--- config.mk ---
export PLATFORM = sky130hd
export DESIGN_NAME = tmr_timer0
export DESIGN_NICKNAME = d
export VERILOG_FILES = /design/src/include/tmr_pkg.sv /design/src/include/tmr_pre_if.sv /design/src/hw/tmr_cyc_div.sv /design/src/hw/tmr_prescaler.sv /design/src/hw/tmr_timer0.sv
export SDC_FILE = /design/constraint.sdc
export NUM_CORES = 1
export LEC_CHECK = 0
export ABC_AREA = 1
export BUFFER_PORTS_ARGS = -buffer_cell sky130_fd_sc_hd__buf_2
export CAP_MARGIN = 30
export CORE_MARGIN = 3
export CORE_UTILIZATION = 52
export DETAILED_ROUTE_END_ITERATION = 7
export GPL_ROUTABILITY_DRIVEN = 0
export PLACE_DENSITY = 0.82
export SYNTH_ARGS = -nofsm -noshare
export SYNTH_HDL_FRONTEND = slang
export SYNTH_SLANG_ARGS = --single-unit
--- constraint.sdc ---
create_clock -name ref_clk -period 2.7 [get_ports ref_clk]
set_input_delay 0.54 -clock ref_clk [delete_from_list [all_inputs] [get_ports ref_clk]]
set_output_delay 0.54 -clock ref_clk [all_outputs]
set_load 0.01 [all_outputs]
--- src/include/tmr_pkg.sv ---
// Contract
// select bit clear: count every instruction cycle
// count write: hold increments two instruction cycles
// select bit set: count external pin edges
// edge bit clear rising, set falling
// prescaler to counter or watchdog, never both
// prescaler is an 8-bit counter
// prescaler count invisible and unwritable by software
// counter ratios 1:2 through 1:256, powers of two
// count wrap FF to 00 sets flag
// enable bit clear blocks interrupt, flag still sets
// flag stays until software clears it
// counter stops during sleep
// watchdog clear zeroes prescaler, keeps assignment
// rate field n divides by 2^(n+1); the watchdog path divides by 2^n
// count write clears counter-owned prescaler
`default_nettype none
package tmr_pkg;
  // ==========================================
  // register word indices (byte address is four times these)
  localparam logic [3:0] COUNT_IDX = 4'h1;
  localparam logic [3:0] OPTION_IDX = 4'h2;
  localparam logic [3:0] STATUS_IDX = 4'h3;
  localparam logic [3:0] MASK_IDX = 4'h4;
  localparam logic [3:0] INTERRUPT_CONTROL_IDX = 4'hB;
  // ==========================================
  // option register fields
  localparam int OPT_CSS_BIT = 5;
  localparam int OPT_EDGE_BIT = 4;
  localparam int OPT_PSA_BIT = 3;
  localparam int OPT_RATE_LSB = 0;
  localparam int OPT_RATE_W = 3;
  localparam int OPT_W = 6;
  localparam logic [5:0] OPTION_RST = 6'h3F;
  // ==========================================
  // interrupt control, status and mask fields
  localparam int ICTL_EN_BIT = 5;
  localparam int ICTL_FLAG_BIT = 2;
  localparam int STAT_OVF_BIT = 0;
  localparam logic FLAG_RST = 1'b0;
  localparam logic EN_RST = 1'b0;
  // ==========================================
  // counter values and timing
  localparam logic [7:0] COUNT_RST = 8'h00;
  localparam logic [7:0] COUNT_MAX = 8'hFF;
  localparam logic [1:0] WR_INHIBIT_CYC = 2'h2;
  localparam int CYC_CLKS = 4;
  localparam int PRE_W = 8;
endpackage
`default_nettype wire

--- src/include/tmr_pre_if.sv ---
`timescale 1ns/1ps
`default_nettype none
// ==========================================
// link between the timer core and the shared prescaler
interface tmr_pre_if;
  logic tick_in;
  logic clear;
  logic to_wdt;
  logic [2:0] rate;
  logic tick_out;
  modport ctrl (output tick_in, output clear, output to_wdt, output rate, input tick_out);
  modport pre (input tick_in, input clear, input to_wdt, input rate, output tick_out);
endinterface
`default_nettype wire

--- src/hw/tmr_cyc_div.sv ---
`timescale 1ns/1ps
`default_nettype none
// ==========================================
// instruction cycle enable: one pulse every DIV clocks
module tmr_cyc_div import tmr_pkg::*; #(
  parameter int DIV = CYC_CLKS
) (
  // clock and reset
  input wire logic ref_clk,
  input wire logic nrst,
  // one-cycle enable
  output logic en
);
  localparam int CW = (DIV > 1) ? $clog2(DIV) : 1;
  logic [CW-1:0] cnt_ff;
  logic en_ff;
  wire logic last = (cnt_ff == CW'(DIV - 1));

  // free-running phase counter
  always_ff @(posedge ref_clk or negedge nrst) begin
    if (!nrst) begin
      cnt_ff <= '0;
      en_ff <= 1'b0;
    end else begin
      cnt_ff <= last ? '0 : cnt_ff + 1'b1;
      en_ff <= last;
    end
  end
  assign en = en_ff;
endmodule
`default_nettype wire

--- src/hw/tmr_prescaler.sv ---
`timescale 1ns/1ps
`default_nettype none
// ==========================================
// shared prescaler; its count has no read or load path, only a clear
module tmr_prescaler import tmr_pkg::*; #(
  parameter int W = PRE_W
) (
  // clock and reset
  input wire logic ref_clk,
  input wire logic nrst,
  // control from the timer core
  tmr_pre_if.pre bus
);
  logic [W-1:0] cnt_ff;
  logic tick_ff;
  wire logic [W-1:0] nxt_cnt = cnt_ff + 1'b1;

  // span of one output period, minus one
  function automatic logic [W-1:0] rate_mask(input logic [2:0] rate, input logic to_wdt);
    logic [W:0] span;
    span = '0;
    span = {{W{1'b0}}, 1'b1} << (to_wdt ? {1'b0, rate} : {1'b0, rate} + 4'h1);
    return W'(span - 1'b1);
  endfunction

  // power-of-two ratios
  // ratio select
  wire logic [W-1:0] mask = rate_mask(bus.rate, bus.to_wdt);
  wire logic hit = bus.tick_in && ((nxt_cnt & mask) == '0);

  // eight-bit count
  always_ff @(posedge ref_clk or negedge nrst) begin
    if (!nrst) begin
      cnt_ff <= '0;
      tick_ff <= 1'b0;
    end else begin
      cnt_ff <= bus.clear ? '0 : (bus.tick_in ? nxt_cnt : cnt_ff);
      tick_ff <= hit && !bus.clear;
    end
  end
  assign bus.tick_out = tick_ff;

  // clear zeroes count
  pre_clear_a: assert property (@(posedge ref_clk) disable iff (!nrst)
    bus.clear |=> (cnt_ff == '0))
    else $error("prescaler count not cleared");
  // output only on wrap
  pre_ratio_a: assert property (@(posedge ref_clk) disable iff (!nrst)
    tick_ff |-> (($past(nxt_cnt) & $past(mask)) == '0))
    else $error("prescaler tick off its ratio");
endmodule
`default_nettype wire

--- src/hw/tmr_timer0.sv ---
// Local design decision: register access over Avalon-MM.
`timescale 1ns/1ps
`default_nettype none
// ==========================================
// 8-bit timer/counter with shared prescaler, Avalon-MM slave
module tmr_timer0 import tmr_pkg::*; #(
  parameter int CYC_DIV = CYC_CLKS
) (
  // clock and reset
  input wire logic ref_clk,
  input wire logic nrst,
  // avalon-mm slave
  input wire logic [3:0] avs_address,
  input wire logic avs_read,
  input wire logic avs_write,
  input wire logic [31:0] avs_writedata,
  input wire logic [3:0] avs_byteenable,
  output logic [31:0] avs_readdata,
  output logic avs_waitrequest,
  // external count pin, asynchronous
  input wire logic count_pin,
  // core status, same clock
  input wire logic sleep_in,
  input wire logic wdt_clear,
  input wire logic wdt_src_tick,
  // outputs
  output logic wdt_tick,
  output logic irq
);

  // ==========================================
  // state
  logic wait_ff;
  logic [31:0] rdata_ff;
  logic [7:0] count_ff;
  logic [OPT_W-1:0] option_ff;
  logic flag_ff;
  logic ovf_en_ff;
  logic [1:0] inhib_ff;
  logic pin_s1_ff;
  logic pin_s2_ff;
  logic pin_s3_ff;
  logic [1:0] pin_arm_ff;
  logic irq_ff;
  logic wdt_tick_ff;
  logic cyc_en;

  tmr_pre_if pre_bus();

  // ==========================================
  // instruction cycle enable
  tmr_cyc_div #(
    .DIV(CYC_DIV)
  ) u_div (
    .ref_clk(ref_clk),
    .nrst(nrst),
    .en(cyc_en)
  );

  // ==========================================
  // shared prescaler
  tmr_prescaler #(
    .W(PRE_W)
  ) u_pre (
    .ref_clk(ref_clk),
    .nrst(nrst),
    .bus(pre_bus.pre)
  );

  // ==========================================
  // bus decode
  function automatic logic hits(input logic [3:0] addr, input logic [3:0] idx);
    return addr == idx;
  endfunction

  wire logic req = avs_read || avs_write;
  // a request is answered on the edge where the master sees wait low
  wire logic take = req && !wait_ff;
  wire logic wr_take = avs_write && !wait_ff && avs_byteenable[0];
  wire logic [7:0] wbyte = avs_writedata[7:0];
  wire logic sel_count = hits(avs_address, COUNT_IDX);
  wire logic sel_option = hits(avs_address, OPTION_IDX);
  wire logic sel_status = hits(avs_address, STATUS_IDX);
  wire logic sel_mask = hits(avs_address, MASK_IDX);
  wire logic sel_interrupt_control = hits(avs_address, INTERRUPT_CONTROL_IDX);
  wire logic wr_count = wr_take && sel_count;
  wire logic wr_option = wr_take && sel_option;
  wire logic wr_status = wr_take && sel_status;
  wire logic wr_mask = wr_take && sel_mask;
  wire logic wr_interrupt_control = wr_take && sel_interrupt_control;

  // ==========================================
  // option fields
  wire logic opt_css = option_ff[OPT_CSS_BIT];
  wire logic opt_edge = option_ff[OPT_EDGE_BIT];
  wire logic opt_psa = option_ff[OPT_PSA_BIT];
  wire logic [2:0] opt_rate = option_ff[OPT_RATE_LSB +: OPT_RATE_W];

  // ==========================================
  // no prescaler readback
  // read mux; prescaler count deliberately absent
  logic [7:0] interrupt_control_rd;
  assign interrupt_control_rd = (8'(ovf_en_ff) << ICTL_EN_BIT) | (8'(flag_ff) << ICTL_FLAG_BIT);
  wire logic [31:0] rd_mux =
    sel_count ? {24'h000000, count_ff} :
    sel_option ? {26'h0000000, option_ff} :
    sel_status ? (32'(flag_ff) << STAT_OVF_BIT) :
    sel_mask ? (32'(ovf_en_ff) << STAT_OVF_BIT) :
    sel_interrupt_control ? {24'h000000, interrupt_control_rd} :
    32'h00000000;

  // one wait cycle per access, then release for the answering edge
  always_ff @(posedge ref_clk or negedge nrst) begin
    if (!nrst) begin
      wait_ff <= 1'b1;
      rdata_ff <= 32'h00000000;
    end else begin
      wait_ff <= !(req && wait_ff);
      if (avs_read && wait_ff) begin
        rdata_ff <= rd_mux;
      end
    end
  end

  // ==========================================
  // external pin: two-flop sync, third flop for edge detect
  always_ff @(posedge ref_clk or negedge nrst) begin
    if (!nrst) begin
      pin_s1_ff <= 1'b0;
      pin_s2_ff <= 1'b0;
      pin_s3_ff <= 1'b0;
    end else begin
      pin_s1_ff <= count_pin;
      pin_s2_ff <= pin_s1_ff;
      pin_s3_ff <= pin_s2_ff;
    end
  end

  // edges count only once all three flops hold pin samples, so a pin that
  // idles high cannot fake a rising edge just after reset
  always_ff @(posedge ref_clk or negedge nrst) begin
    if (!nrst) begin
      pin_arm_ff <= 2'h0;
    end else if (pin_arm_ff != 2'h3) begin
      pin_arm_ff <= pin_arm_ff + 2'h1;
    end
  end
  wire logic pin_armed = (pin_arm_ff == 2'h3);

  // edge polarity
  wire logic pin_rise = pin_armed && pin_s2_ff && !pin_s3_ff;
  wire logic pin_fall = pin_armed && !pin_s2_ff && pin_s3_ff;
  wire logic ext_tick = opt_edge ? pin_fall : pin_rise;

  // timer source
  // counter source
  wire logic raw_tick = opt_css ? ext_tick : cyc_en;

  // ==========================================
  // prescaler hookup
  // exclusive assignment
  assign pre_bus.to_wdt = opt_psa;
  assign pre_bus.rate = opt_rate;
  assign pre_bus.tick_in = opt_psa ? wdt_src_tick : (raw_tick && !sleep_in);
  // watchdog clear
  // count write clear
  assign pre_bus.clear = opt_psa ? wdt_clear : wr_count;

  // ==========================================
  // increment gating
  // stopped in sleep
  // write inhibit window
  wire logic inc_src = opt_psa ? raw_tick : pre_bus.tick_out;
  wire logic inhibited = (inhib_ff != 2'h0);
  wire logic inc = inc_src && !sleep_in && !inhibited;
  // wrap detect
  wire logic ovf = inc && (count_ff == COUNT_MAX);

  // ==========================================
  // count register; a software write wins over an increment
  logic [7:0] nxt_count;
  logic [1:0] nxt_inhib;
  always_comb begin
    nxt_count = count_ff;
    nxt_inhib = inhib_ff;
    if (wr_count) begin
      nxt_count = wbyte;
      nxt_inhib = WR_INHIBIT_CYC;
    end else begin
      if (inc) begin
        nxt_count = count_ff + 8'h01;
      end
      if (cyc_en && inhibited) begin
        nxt_inhib = inhib_ff - 2'h1;
      end
    end
  end

  always_ff @(posedge ref_clk or negedge nrst) begin
    if (!nrst) begin
      count_ff <= COUNT_RST;
      inhib_ff <= 2'h0;
    end else begin
      count_ff <= nxt_count;
      inhib_ff <= nxt_inhib;
    end
  end

  // ==========================================
  // option register
  always_ff @(posedge ref_clk or negedge nrst) begin
    if (!nrst) begin
      option_ff <= OPTION_RST;
    end else if (wr_option) begin
      option_ff <= wbyte[OPT_W-1:0];
    end
  end

  // ==========================================
  // overflow flag and enable
  // flag is cleared by writing one to status or zero to the control copy;
  // an overflow in the same cycle wins so no event is lost
  wire logic flag_clr = (wr_status && wbyte[STAT_OVF_BIT]) ||
    (wr_interrupt_control && !wbyte[ICTL_FLAG_BIT]);
  wire logic flag_sw_set = wr_interrupt_control && wbyte[ICTL_FLAG_BIT];
  // sticky flag
  wire logic nxt_flag = ovf || flag_sw_set || (flag_ff && !flag_clr);
  wire logic nxt_en = wr_interrupt_control ? wbyte[ICTL_EN_BIT] :
    (wr_mask ? wbyte[STAT_OVF_BIT] : ovf_en_ff);

  always_ff @(posedge ref_clk or negedge nrst) begin
    if (!nrst) begin
      flag_ff <= FLAG_RST;
      ovf_en_ff <= EN_RST;
    end else begin
      flag_ff <= nxt_flag;
      ovf_en_ff <= nxt_en;
    end
  end

  // ==========================================
  // outputs, each from a flop
  // enable gates request
  always_ff @(posedge ref_clk or negedge nrst) begin
    if (!nrst) begin
      irq_ff <= 1'b0;
      wdt_tick_ff <= 1'b0;
    end else begin
      irq_ff <= flag_ff && ovf_en_ff;
      wdt_tick_ff <= opt_psa && pre_bus.tick_out;
    end
  end

  assign avs_readdata = rdata_ff;
  assign avs_waitrequest = wait_ff;
  assign irq = irq_ff;
  assign wdt_tick = wdt_tick_ff;

  // ==========================================
  // checks
  // write holds written value
  write_inhibit_a: assert property (@(posedge ref_clk) disable iff (!nrst)
    wr_count |=> (count_ff == $past(wbyte)) && (inhib_ff == 2'h2))
    else $error("count write or inhibit window wrong");

  // no increment while inhibited
  inhibit_hold_a: assert property (@(posedge ref_clk) disable iff (!nrst)
    (inhibited && !wr_count) |=> (count_ff == $past(count_ff)))
    else $error("count moved inside inhibit window");

  // timer mode counts each cycle
  timer_mode_a: assert property (@(posedge ref_clk) disable iff (!nrst)
    (!opt_css && opt_psa && cyc_en && !sleep_in && !inhibited && !wr_count)
    |=> (count_ff == $past(count_ff) + 8'h01))
    else $error("timer mode missed an instruction cycle");

  // counter mode ignores instruction cycles
  counter_mode_a: assert property (@(posedge ref_clk) disable iff (!nrst)
    (opt_css && opt_psa && !ext_tick && !wr_count)
    |=> (count_ff == $past(count_ff)))
    else $error("counter mode moved without pin edge");

  // chosen edge counts
  pin_edge_a: assert property (@(posedge ref_clk) disable iff (!nrst)
    (opt_css && opt_psa && !sleep_in && !inhibited && !wr_count &&
    (opt_edge ? pin_fall : pin_rise)) |=> (count_ff == $past(count_ff) + 8'h01))
    else $error("selected pin edge not counted");

  // wrap sets flag
  wrap_flag_a: assert property (@(posedge ref_clk) disable iff (!nrst)
    (ovf && !wr_count) |=> (flag_ff && (count_ff == 8'h00)))
    else $error("wrap did not set flag");

  // flag holds without clear
  flag_sticky_a: assert property (@(posedge ref_clk) disable iff (!nrst)
    (flag_ff && !flag_clr) |=> flag_ff)
    else $error("flag dropped without software clear");

  // interrupt follows enable
  irq_gate_a: assert property (@(posedge ref_clk) disable iff (!nrst)
    !ovf_en_ff |=> !irq_ff)
    else $error("interrupt raised while disabled");

  // sleep freezes count
  sleep_stop_a: assert property (@(posedge ref_clk) disable iff (!nrst)
    (sleep_in && !wr_count) |=> (count_ff == $past(count_ff)))
    else $error("count moved during sleep");

  // watchdog tick gated
  wdt_gate_a: assert property (@(posedge ref_clk) disable iff (!nrst)
    !opt_psa |=> !wdt_tick_ff)
    else $error("watchdog tick while prescaler owned by counter");

  // write resets prescaler
  count_wr_clear_a: assert property (@(posedge ref_clk) disable iff (!nrst)
    (wr_count && !opt_psa) |=> !pre_bus.tick_out)
    else $error("prescaler ticked right after count write");

  // no back-to-back ticks
  ratio_gap_a: assert property (@(posedge ref_clk) disable iff (!nrst)
    !opt_psa ##1 (!opt_psa && pre_bus.tick_out) |=> !pre_bus.tick_out)
    else $error("prescaled tick on consecutive cycles");

  // flag sets while masked
  masked_flag_a: assert property (@(posedge ref_clk) disable iff (!nrst)
    (ovf && !ovf_en_ff) |=> flag_ff)
    else $error("masked overflow did not set flag");

  // flag needs a cause
  flag_cause_a: assert property (@(posedge ref_clk) disable iff (!nrst)
    (!flag_ff && !ovf && !flag_sw_set) |=> !flag_ff)
    else $error("flag rose without overflow");

  // bus answers after exactly one wait cycle
  bus_wait_a: assert property (@(posedge ref_clk) disable iff (!nrst)
    (req && wait_ff) |=> !wait_ff ##1 wait_ff)
    else $error("wait request timing wrong");

  overflow_seen_c: cover property (@(posedge ref_clk) disable iff (!nrst) ovf);
  irq_raised_c: cover property (@(posedge ref_clk) disable iff (!nrst) $rose(irq_ff));
  ext_count_c: cover property (@(posedge ref_clk) disable iff (!nrst)
    opt_css && inc);
  pre_timer_c: cover property (@(posedge ref_clk) disable iff (!nrst)
    !opt_psa && pre_bus.tick_out && (opt_rate == 3'h7));
  wdt_tick_c: cover property (@(posedge ref_clk) disable iff (!nrst) wdt_tick_ff);
endmodule
`default_nettype wire

## Word level (Yosys, flattened, before mapping)

Index checks and enable logic that the tools add are counted.

| operators by class | value |
|---|---|
| add/subtract/negate cells | 7 |
| eq/ne operators | 9 |
| shifts and indexed selects | 1 |
| multiplexer cells | 20 |
| bitwise logic cells | 2 |
| reductions and logical operators | 45 |

Operators with widths:

| cell | number |
|---|---|
| $mux W8 | 5 |
| $logic_and A1 B1 Y1 | 26 |
| $mux W6 | 4 |
| $add A8 B1 Y8 const B | 2 |
| $reduce_bool A2 Y1 | 5 |
| $logic_not A1 Y1 | 9 |
| $and A8 B8 Y8 | 1 |
| $eq A4 B2 Y1 const B | 2 |
| $eq A8 B8 Y1 const B | 1 |
| $logic_not A8 Y1 | 1 |
| $shl A1 B4 Y8 const A | 1 |
| $sub A8 B1 Y8 const B | 1 |
| $mux W1 | 7 |
| $mux W2 | 3 |
| $or A6 B3 Y6 | 1 |
| $add A2 B1 Y2 const B | 2 |
| $add A3 B1 Y4 const B | 1 |
| $eq A2 B2 Y1 const B | 2 |
| $eq A4 B1 Y1 const B | 1 |
| $eq A4 B3 Y1 const B | 1 |
| $eq A4 B4 Y1 const B | 1 |
| $logic_or A1 B1 Y1 | 4 |
| $mux W4 | 1 |
| $ne A2 B2 Y1 const B | 1 |
| $sub A2 B1 Y2 const B | 1 |

| storage, ports and cells | value |
|---|---|
| register bits | 70 |
| bits of input ports | 48 |
| word-level logic and storage cells | 101 |

## Depth between registers and ports, before layout

Gate-level depths: netlist (run 1).

| depth | value |
|---|---|
| depth in word-level cells | 11 |
| depth in mapped cells | 14 |
| mapped depth without buffers | 13 |

## Hierarchy

Synthesis (run 1) repeated with hierarchy kept, for this count alone.

| second synthesis, totals | value |
|---|---|
| cells, all modules | 375 |
| area, all modules | 2904.0 um^2 |

Modules (own cells, without submodules):

| module | times used | cells each | area an instance (um^2) | seq. area each (um^2) |
|---|---|---|---|---|
| tmr_timer0 | 1 | 259 | 2031.9 | 859.6 |
| tmr_prescaler | 1 | 111 | 780.7 | 225.2 |
| tmr_cyc_div | 1 | 5 | 91.3 | 75.1 |

## Worst setup path before layout (run 1)

Ideal clock, no wire load.

| path | value |
|---|---|
| kind | register -> register |
| from | register option_ff[0] |
| to | register u_pre.tick_ff (netlist: u_pre.bus.tick_out) |
| library setup time | 0.115 ns |
| data arrival time | 1.956 ns |
| required time | 2.585 ns |
| setup slack | 0.628 ns |
| stages on the path, launching flop included | 14 |
| cells stage by stage | dfstp_2 ha_1 nand2_2 nand2_2 inv_2 nand2_1 nor2_2 inv_1 ha_1 or2_2 nand3_1 nor2_1 nand3_1 nor2_1 |

| on the way | value |
|---|---|
| word-level cells in the longest chain between the ends | 8 |

RTL lines:

| what | RTL line | RTL |
|---|---|---|
| start: declaration | tmr_timer0.sv:36 | `logic [OPT_W-1:0] option_ff;` |
| start signal: assignment | tmr_timer0.sv:215 | `option_ff <= wbyte[OPT_W-1:0];` |
| $add A3 B1 Y4 | tmr_prescaler.sv:22 | `span = {{W{1'b0}}, 1'b1} << (to_wdt ? {1'b0, rate} : {1'b0, rate} + 4'h1);` |
| $mux W4 * | tmr_prescaler.sv:22 |  |
| $shl A1 B4 Y8 * | tmr_prescaler.sv:22 |  |
| $sub A8 B1 Y8 * | tmr_prescaler.sv:23 | `return W'(span - 1'b1);` |
| $and A8 B8 Y8 * | tmr_prescaler.sv:29 | `wire logic hit = bus.tick_in && ((nxt_cnt & mask) == '0);` |
| $logic_not A8 Y1 * | tmr_prescaler.sv:29 |  |
| $logic_and A1 B1 Y1 * | tmr_prescaler.sv:29 |  |
| $logic_and A1 B1 Y1 * | tmr_prescaler.sv:38 | `tick_ff <= hit && !bus.clear;` |
| end signal: assignment | tmr_prescaler.sv:38 |  |
| end: declaration | tmr_prescaler.sv:15 | `logic tick_ff;` |

Every way passes the cells marked *; elsewhere a longest branch is shown, timed or not.
A chain may end at the register's enable or synchronous reset.

## Worst setup path after layout (run 1)

Same ends and word-level chain as after synthesis.

==> results of run 1 <==
==> layer usage <==
layer	GRT usage, %	part of all wire, %
met5	0	0
met4	7.22	1.2
met3	3.61	5.7
met1	24.2	46
met2	32.1	47
==> stage by stage <==
| stage | power (uW) | std cells | hold slack, ps | utilization [%] |
|---|---|---|---|---|
| after floorplan | 1510 | 384 | 244 | - |
| after global placement | 1630 | 458 | 333 | 57.0 |
| after detailed placement | 1670 | 459 | 350 | 57.4 |
| after CTS | 2090 | 467 | 123 | 59.0 |
| after global routing | 2250 | 467 | 130 | 59.0 |
| final | 2060 | 467 | 120 | 59.0 |
==> worst max-delay path, delay by kind of cell (launching register included) <==
kind	cells	cell delay, ps
fa+ha+maj	2	540
flops	1	600
simple gates	9	880
buf+inv	2	120
==> worst max-delay path by stage <==
stage / startpoint / endpoint / slack, ps / depth (start not counted)
6_report: option_ff[0] / u_pre.bus.tick_out / 460 / 13
4_1_cts: option_ff[0] / u_pre.bus.tick_out / 450 / 13
5_1_grt: option_ff[0] / u_pre.bus.tick_out / 290 / 13
2_1_floorplan: option_ff[0] / u_pre.bus.tick_out / 630 / 13
3_3_place_gp: option_ff[0] / u_pre.bus.tick_out / 510 / 13
3_5_place_dp: option_ff[0] / u_pre.bus.tick_out / 480 / 13
==> where the power goes <==
part           total (uW)  internal [uW]  switching (uW)
Clock                 408            180             228
Combinational         672            268             404
Sequential            984            846             139
==> cells by family after synthesis <==
group / share of synthesized area, %
AO/OA/AOI/OAI: 11.0
XOR/XNOR: 1.86
adder cells (fa/ha/maj): 3.11
buffers and inverters: 14.7
flip-flops: 41.1
multiplexers: 0.399
other: 0.133
AND/OR/NAND/NOR: 27.7
==> cell type report <==
class	instances	area, um^2
Fill cell	497	2120
Multi-Input combinational cell	258	1330
Sequential cell	46	1160
Inverter	51	199
Timing Repair Buffer	34	190
Tap cell	70	87.6
Clock buffer	6	72.6
Clock inverter	2	10.0
==> state kept, by name (all words and copies together) (netlist names), 2 cells and up <==
register / cells
pin_arm_ff: 2
u_pre.cnt_ff: 8
option_ff: 6
count_ff: 8
avs_readdata: 8
inhib_ff: 2
u_div.cnt_ff: 2
==> cell usage in the layout (no fill, tap or decap), types with 3 or more instances in the layout <==
cell,n
a21oi_1,6
buf_2,31
clkbuf_8,5
conb_1,24
dfrtp_1,39
dfstp_2,7
ha_1,7
inv_1,46
inv_2,4
nand2_1,87
nand2_2,8
nand3_1,22
nand4_1,7
nor2_1,26
nor2_2,3
o21ai_0,17
o21ai_1,13
o22ai_1,4
o31ai_1,3
xor2_1,4
==> flow_summary_export.csv, run 1 <==
group,metric,value,unit
outcome,outcome,"finished, final reports clean",
cts,hold_buffers,0,
global_route,grt_first_pass_wirelength,9.70,mm
setup_path,reg2reg_to,"u_pre.bus.tick_out",
yosys,yosysMostFrequentCell,"nand2_1",
detailed_routing,drt_wl_total,5.47,mm
global_route,grt.overflow.total,0,
setup_path,slowest_stage,"dfstp_2",
setup_path,r2r_slack,460,ps
setup_path,required,2900,ps
pwr,vdd_ir_drop_max,326,uV
sta,fmax,446,MHz
cts,cts_htree_levels,2,
final_layout,areaGrowthSynthToFinish,8.17,%
sta,finalSetupViolCount,0,
sta,period_needed,2240,ps
detailed_routing,wl_per_cell,11.7,um
global_route,first_global_vias,2231,
yosys,syn_area,2820,um^2
global_route,antenna_found_initial,0,
floorplan,fp-row-count,26,
global_route,grt_use_total,19.1,%
placement,dpl-instance-area,2970,um^2
cts,cts_buffers,5,
sta,fin_skew,4.98,ps
floorplan,dieWidth,79.6,um
yosys,netlist.area_leader.share,34.6,%
floorplan,fp.dieArea,6340,um^2
yosys,synth_top_area_cell,"dfrtp_1",
floorplan,coreArea,5170,um^2
pwr,leakage,0.00162,uW
yosys,yosysWarnings,0,
final_layout,stdcell_area,3050,um^2
yosys,ys_types,41,
cts,path_clk_slew,80,ps
detailed_routing,first_iter_violations,202,
cts,clock_latency,300,ps
yosys,synthTopCellsByCount,"87 x nand2_1, 46 x inv_1, 39 x dfrtp_1, 26 x nor2_1, 24 x buf_4",
detailed_routing,vias_per_cell,4.96,
cts,cts_sinks,46,
setup_path,regToRegStartpoint,"option_ff[0]",
sta,tns,0,ps
detailed_routing,first_pass_iters,4,
yosys,syn_area_per_cell,7.81,um^2
floorplan,ios,83,
placement,io_buffers,31,
detailed_routing,vias,2316,
yosys,ys_ff_latch,46,
placement,pre_cts_ws,477,ps
sta,post-route-period-util,83.0,%
setup_path,start_kind,"register",
sta,hold_viol_final,0,
global_route,grt_max_degree,33,
run,maxCapViolations,0,
setup_path,ff2ff_path_depth,13,
detailed_routing,remaining_drc_errors,0,
cts,cts_tree,"done",
setup_path,cp.arrival,2430,ps
final_layout,drive_gt1_share,18.9,%
yosys,yosysSeqAreaShare,41.1,%
floorplan,die_h,79.6,um
pwr,power_density,677,nW/um^2
setup_path,path_cells,"ha_1, nand2_2, nand2_2, inv_2, nand2_1, nor2_2, inv_1, ha_1, or2_2, nand3_1, nor2_1, nand3_1, nor2_1",
detailed_routing,antenna_left,0,
yosys,synth_edf_count,0,
sta,fin_ws,460,ps
cts,cts_resized,0,
yosys,synth_area_leaders,"dfrtp_1 35%, nand2_1 12%, dfstp_2 6.5%, buf_4 6.4%, inv_1 6.1%",
placement,dp_hpwl,4.28,mm
final_layout,nets,451,
final_layout,antenna_cells,0,
cts,cts_root_buf,"clkbuf_8",
setup_path,slowest_delay,600,ps
yosys,ys_async_sr_fraction,100,%
floorplan,initial_core_util,54.5,%
setup_path,crit_path_end_kind,"register",
setup_path,path_max_fanout,6,
sta,drv_slew,0,
yosys,synth_flop_cell,"dfrtp_1",
cts,cts_setup_buffers,0,
cts,clockBufferDepth,2,
sta,rsz0062_at_grt,"false",
min_path,hold_class,"in -> async",
yosys,syn_inst,361,
setup_path,crit_type,"reg -> reg",
Note: power is estimated with default switching activity, not from simulation.
==> inputs of run 2 (changes only) <==
==> constraint.sdc (replaced) <==
create_clock -name ref_clk -period 2.1 [get_ports ref_clk]
set_input_delay 0.42 -clock ref_clk [delete_from_list [all_inputs] [get_ports ref_clk]]
set_output_delay 0.42 -clock ref_clk [all_outputs]
set_load 0.01 [all_outputs]
==> flow_summary_export.csv, run 2 (synthesis gave the netlist of run 1 again) <==
group,metric,value,unit
cts,path_clk_slew,80,ps
global_route,grt_use_total,20.4,%
detailed_routing,antenna_left,0,
setup_path,slowest_delay,560,ps
floorplan,fp-row-count,26,
global_route,grt_max_degree,19,
final_layout,seq_area,1160,um^2
setup_path,path_cells,"ha_4, nand2_4, nand2_4, nand3_4, nor2_2, inv_1, ha_1, or2_4, nand3_2, nor2_1, nand3_1, nor2_1",
detailed_routing,wl_per_cell,12.3,um
sta,fin_skew,9.58,ps
floorplan,initial_core_util,54.5,%
floorplan,ios,83,
cts,clock_latency,300,ps
setup_path,crit_type,"reg -> reg",
final_layout,nets,459,
sta,hold_viol_final,0,
floorplan,fp.dieArea,6340,um^2
global_route,grt.overflow.total,0,
cts,cts_htree_levels,2,
cts,clockBufferDepth,2,
final_layout,final_cell_mix,"86 x nand2_1, 46 x inv_1, 39 x dfrtp_1",
floorplan,coreArea,5170,um^2
cts,cts_tree,"done",
setup_path,cp.arrival,2170,ps
final_layout,antenna_cells,0,
placement,io_buffers,31,
global_route,grt_first_pass_wirelength,10.3,mm
setup_path,start_kind,"register",
detailed_routing,drt_wl_total,5.84,mm
setup_path,regToRegStartpoint,"option_ff[0]",
setup_path,reg2reg_to,"u_pre.bus.tick_out",
final_layout,fill_cells,475,
setup_path,ff2ff_path_depth,12,
pwr,power_density,876,nW/um^2
cts,cts_root_buf,"clkbuf_8",
detailed_routing,vias,2405,
placement,dp_hpwl,4.47,mm
setup_path,path_max_fanout,5,
final_layout,final_common_cell,"nand2_1",
setup_path,crit_path_end_kind,"register",
detailed_routing,first_iter_violations,171,
final_layout,multi_input_area,1350,um^2
sta,fmax,506,MHz
setup_path,required,2300,ps
floorplan,dieWidth,79.6,um
cts,cts_buffers,5,
cts,cts_sinks,46,
sta,drv_slew,0,
pwr,vdd_ir_drop_max,479,uV
outcome,outcome,"finished, final reports clean",
sta,period_needed,1970,ps
detailed_routing,first_pass_iters,4,
sta,tns,0,ps
final_layout,areaGrowthSynthToFinish,10.6,%
sta,worst_hold_slack,3.70,ps
run,maxCapViolations,0,
floorplan,die_h,79.6,um
setup_path,slowest_stage,"dfstp_2",
global_route,antenna_found_initial,0,
final_layout,drive_gt1_share,20.7,%
sta,rsz0062_at_grt,"false",
detailed_routing,vias_per_cell,5.06,
min_path,hold_class,"in -> async",
sta,finalSetupViolCount,0,
detailed_routing,remaining_drc_errors,0,
pwr,power,2730,uW
sta,post-route-period-util,94.0,%
pwr,leakage,0.00165,uW
setup_path,r2r_slack,130,ps
global_route,first_global_vias,2358,
-- run 2: cell types whose count changed in the layout (fill, tap and decap cells not counted), sizes merged --
cell,delta
clkinv,-2
buf,+8
clkbuf,+2
-- run 2: worst max path at each step --
stage               cells past startpoint    startpoint                 end  slack, ps
finish                                 12  option_ff[0]  u_pre.bus.tick_out        130
global route                           13  option_ff[0]  u_pre.bus.tick_out         20
CTS                                    13  option_ff[0]  u_pre.bus.tick_out          2
detailed placement                     13  option_ff[0]  u_pre.bus.tick_out         20
global placement                       13  option_ff[0]  u_pre.bus.tick_out         30
floorplan                              13  option_ff[0]  u_pre.bus.tick_out         30
-- run 2: per-layer routing --
layer | vias up | GRT usage, % | share of wire, %
met5 | - | 0 | 0
met1 | 1109 | 25.9 | 43
met4 | 0 | 6.36 | 1.5
met3 | 10 | 4.29 | 5.9
met2 | 84 | 34.6 | 50
li1 | 1202 | - | -
-- run 2: worst max-delay path: cells and delay by family (launching register included) --
family,cells,cell delay (ps)
fa+ha+maj,2,430
buf+inv,1,50
flops,1,560
simple gates,9,830
-- run 2: final cells by class --
class | count | area share, %
Inverter | 51 | 6.38
Multi-Input combinational cell | 258 | 43.4
Timing Repair Buffer | 42 | 7.63
Tap cell | 70 | 2.81
Clock buffer | 8 | 2.57
Sequential cell | 46 | 37.2
-- run 2: per-stage QoR --
stage                     instance area (um^2)  instances  setup slack [ps]  utilization (%)
final                                     3120        475               125             60.3
after global routing                      3120        475              18.9             60.3
after CTS                                 3090        475              2.35             59.8
after detailed placement                  3010        467              23.2             58.3
after global placement                    3010        467              31.0             58.3
after floorplan                           2910        384              28.4                -
-- run 2: what timing repair did --
action                     CTS  global route
setup endpoints to repair    0             1
setup buffers                0             0
gates resized for setup      0             5
hold buffers                 0             0
-- run 2: power breakdown --
group / internal (uW) / leakage, uW / switching (uW)
Clock: 237 / 0.0000395 / 285
Sequential: 1090 / 0.000561 / 176
Combinational: 386 / 0.00105 / 560
==> inputs of run 3 (changes only) <==
--- a/config.mk
+++ b/config.mk
@@ -7,12 +7,12 @@
 export LEC_CHECK = 0
 export ABC_AREA = 1
 export BUFFER_PORTS_ARGS = -buffer_cell sky130_fd_sc_hd__buf_2
-export CAP_MARGIN = 30
 export CORE_MARGIN = 3
 export CORE_UTILIZATION = 52
 export DETAILED_ROUTE_END_ITERATION = 7
 export GPL_ROUTABILITY_DRIVEN = 0
 export PLACE_DENSITY = 0.82
+export SETUP_SLACK_MARGIN = 0.2
 export SYNTH_ARGS = -nofsm -noshare
 export SYNTH_HDL_FRONTEND = slang
 export SYNTH_SLANG_ARGS = --single-unit
==> flow_summary_export.csv, run 3 (synthesis gave the netlist of run 1 again) <==
group,metric,value,unit
setup_path,start_kind,"register",
setup_path,ff2ff_path_depth,13,
sta,post-route-period-util,97.2,%
detailed_routing,wl_met1,2.45,mm
sta,maxSlewHeadroom,61.1,%
detailed_routing,wl_met3,318,um
final_layout,final_cell_mix,"86 x nand2_1, 45 x inv_1, 39 x dfrtp_1",
detailed_routing,route.met2.wl,2.98,mm
detailed_routing,drt_wl_total,5.84,mm
global_route,grt_use_total,19.7,%
min_path,hold_class,"in -> async",
final_layout,final_common_cell,"nand2_1",
floorplan,initial_core_util,54.5,%
sta,hold_viol_final,0,
cts,path_clk_slew,90,ps
sta,finalSetupViolCount,0,
floorplan,fp-row-count,26,
detailed_routing,first_iter_violations,163,
setup_path,crit_type,"reg -> reg",
final_layout,multi_input_area,1390,um^2
final_layout,drive_gt1_share,22.0,%
final_layout,fill_cells,460,
placement,dp_hpwl,4.27,mm
pwr,power_density,922,nW/um^2
final_layout,utilization,61.7,%
pwr,switching_share,36.8,%
final_layout,stdcell_area,3190,um^2
floorplan,die_h,79.6,um
cts,hold_buffers,0,
pwr,leakage,0.00167,uW
floorplan,ios,83,
global_route,grt_first_pass_wirelength,9.74,mm
pwr,power_frac_comb,34.6,%
cts,cts_root_buf,"clkbuf_8",
cts,clock_latency,310,ps
pwr,clkPwrFrac,22.6,%
setup_path,r2r_slack,60,ps
detailed_routing,remaining_drc_errors,0,
final_layout,areaGrowthSynthToFinish,13.1,%
cts,clockBufferDepth,2,
pwr,power,2940,uW
sta,tns,0,ps
placement,io_buffers,31,
sta,period_needed,2040,ps
pwr,seq_power_share,42.8,%
setup_path,path_max_fanout,3,
sta,fin_skew,5.84,ps
run,maxCapViolations,0,
floorplan,fp.dieArea,6340,um^2
cts,cts_tree,"done",
detailed_routing,first_pass_iters,5,
sta,worstMarginPinSlew,583,ps
setup_path,cp.arrival,2240,ps
final_layout,antenna_cells,0,
sta,rsz0062_at_grt,"true",
cts,cts_buffers,5,
detailed_routing,routed.top_layer,"met4",
detailed_routing,vias_per_cell,5.05,
setup_path,crit_path_end_kind,"register",
setup_path,required,2300,ps
global_route,grt.overflow.total,0,
floorplan,dieWidth,79.6,um
sta,drv_slew,0,
detailed_routing,wl_per_cell,12.3,um
pwr,vdd_ir_drop_max,494,uV
sta,fmax,490,MHz
outcome,outcome,"finished, final reports clean",
placement,dpl-instance-area,2990,um^2
detailed_routing,vias,2399,
final_layout,nets,459,
detailed_routing,antenna_left,0,
cts,cts_htree_levels,2,
setup_path,reg2reg_to,"u_pre.bus.tick_out",
pwr,p_switching,1080,uW
pwr,intPower,1860,uW
cts,cts_sinks,46,
global_route,antenna_found_initial,0,
global_route,grt_max_degree,47,
global_route,first_global_vias,2259,
setup_path,regToRegStartpoint,"option_ff[1]",
floorplan,coreArea,5170,um^2
final_layout,seq_area,1160,um^2
-- run 3: cell type report --
cell class                 instances  share of cell area, %
tap                               70                   2.75
inverter                          51                   6.32
multi-input combinational        258                   43.7
clock buffer                       6                   2.28
clock inverter                     2                   1.18
timing repair buffer              42                   7.45
sequential                        46                   36.4
-- run 3: what timing repair did --
action                     in CTS  in global routing
pin swaps                       1                  5
setup endpoints to repair       1                  2
buffers inserted                2                  4
resized for setup               1                  8
-- run 3: metrics by stage --
step,setup WS [ps],hold slack [ps],instances
CTS,94.5,210,471
finish,58.6,197,475
floorplan,198,124,384
global placement,155,334,461
detailed placement,135,337,461
global route,12.6,211,475
-- run 3: per-layer routing --
layer	vias to the layer above	global-route usage, %
met5	-	0
met4	0	9.28
met3	7	3.27
met2	73	33.9
met1	1116	23.9
li1	1203	-
-- run 3: power by group through the flow --
stage,registers [uW],logic [uW],clock network (uW)
floorplan,1250,721,0
global placement,1260,864,0
detailed placement,1280,904,0
CTS,1260,929,682
global route,1290,1160,704
finish,1260,1020,665
-- run 3: worst max path at each step --
stage | slack [ps] | startpoint | endpoint
4_1_cts | 90 | option_ff[0] | u_pre.bus.tick_out
2_1_floorplan | 200 | option_ff[0] | u_pre.bus.tick_out
3_3_place_gp | 150 | option_ff[1] | u_pre.bus.tick_out
5_1_grt | 10 | option_ff[1] | u_pre.bus.tick_out
6_report | 60 | option_ff[1] | u_pre.bus.tick_out
3_5_place_dp | 130 | option_ff[1] | u_pre.bus.tick_out
-- run 3: critical path: stages, from the launching register on --
cell and delay (ps):
dfstp_2 570, ha_4 210, nand2_4 60, nand2_4 60, inv_4 70, nand2_4 50
nor2_4 120, inv_2 50, ha_4 220, or2_4 240, nand3_2 70, nor2_2 40
nand3_1 100, nor2_1 60
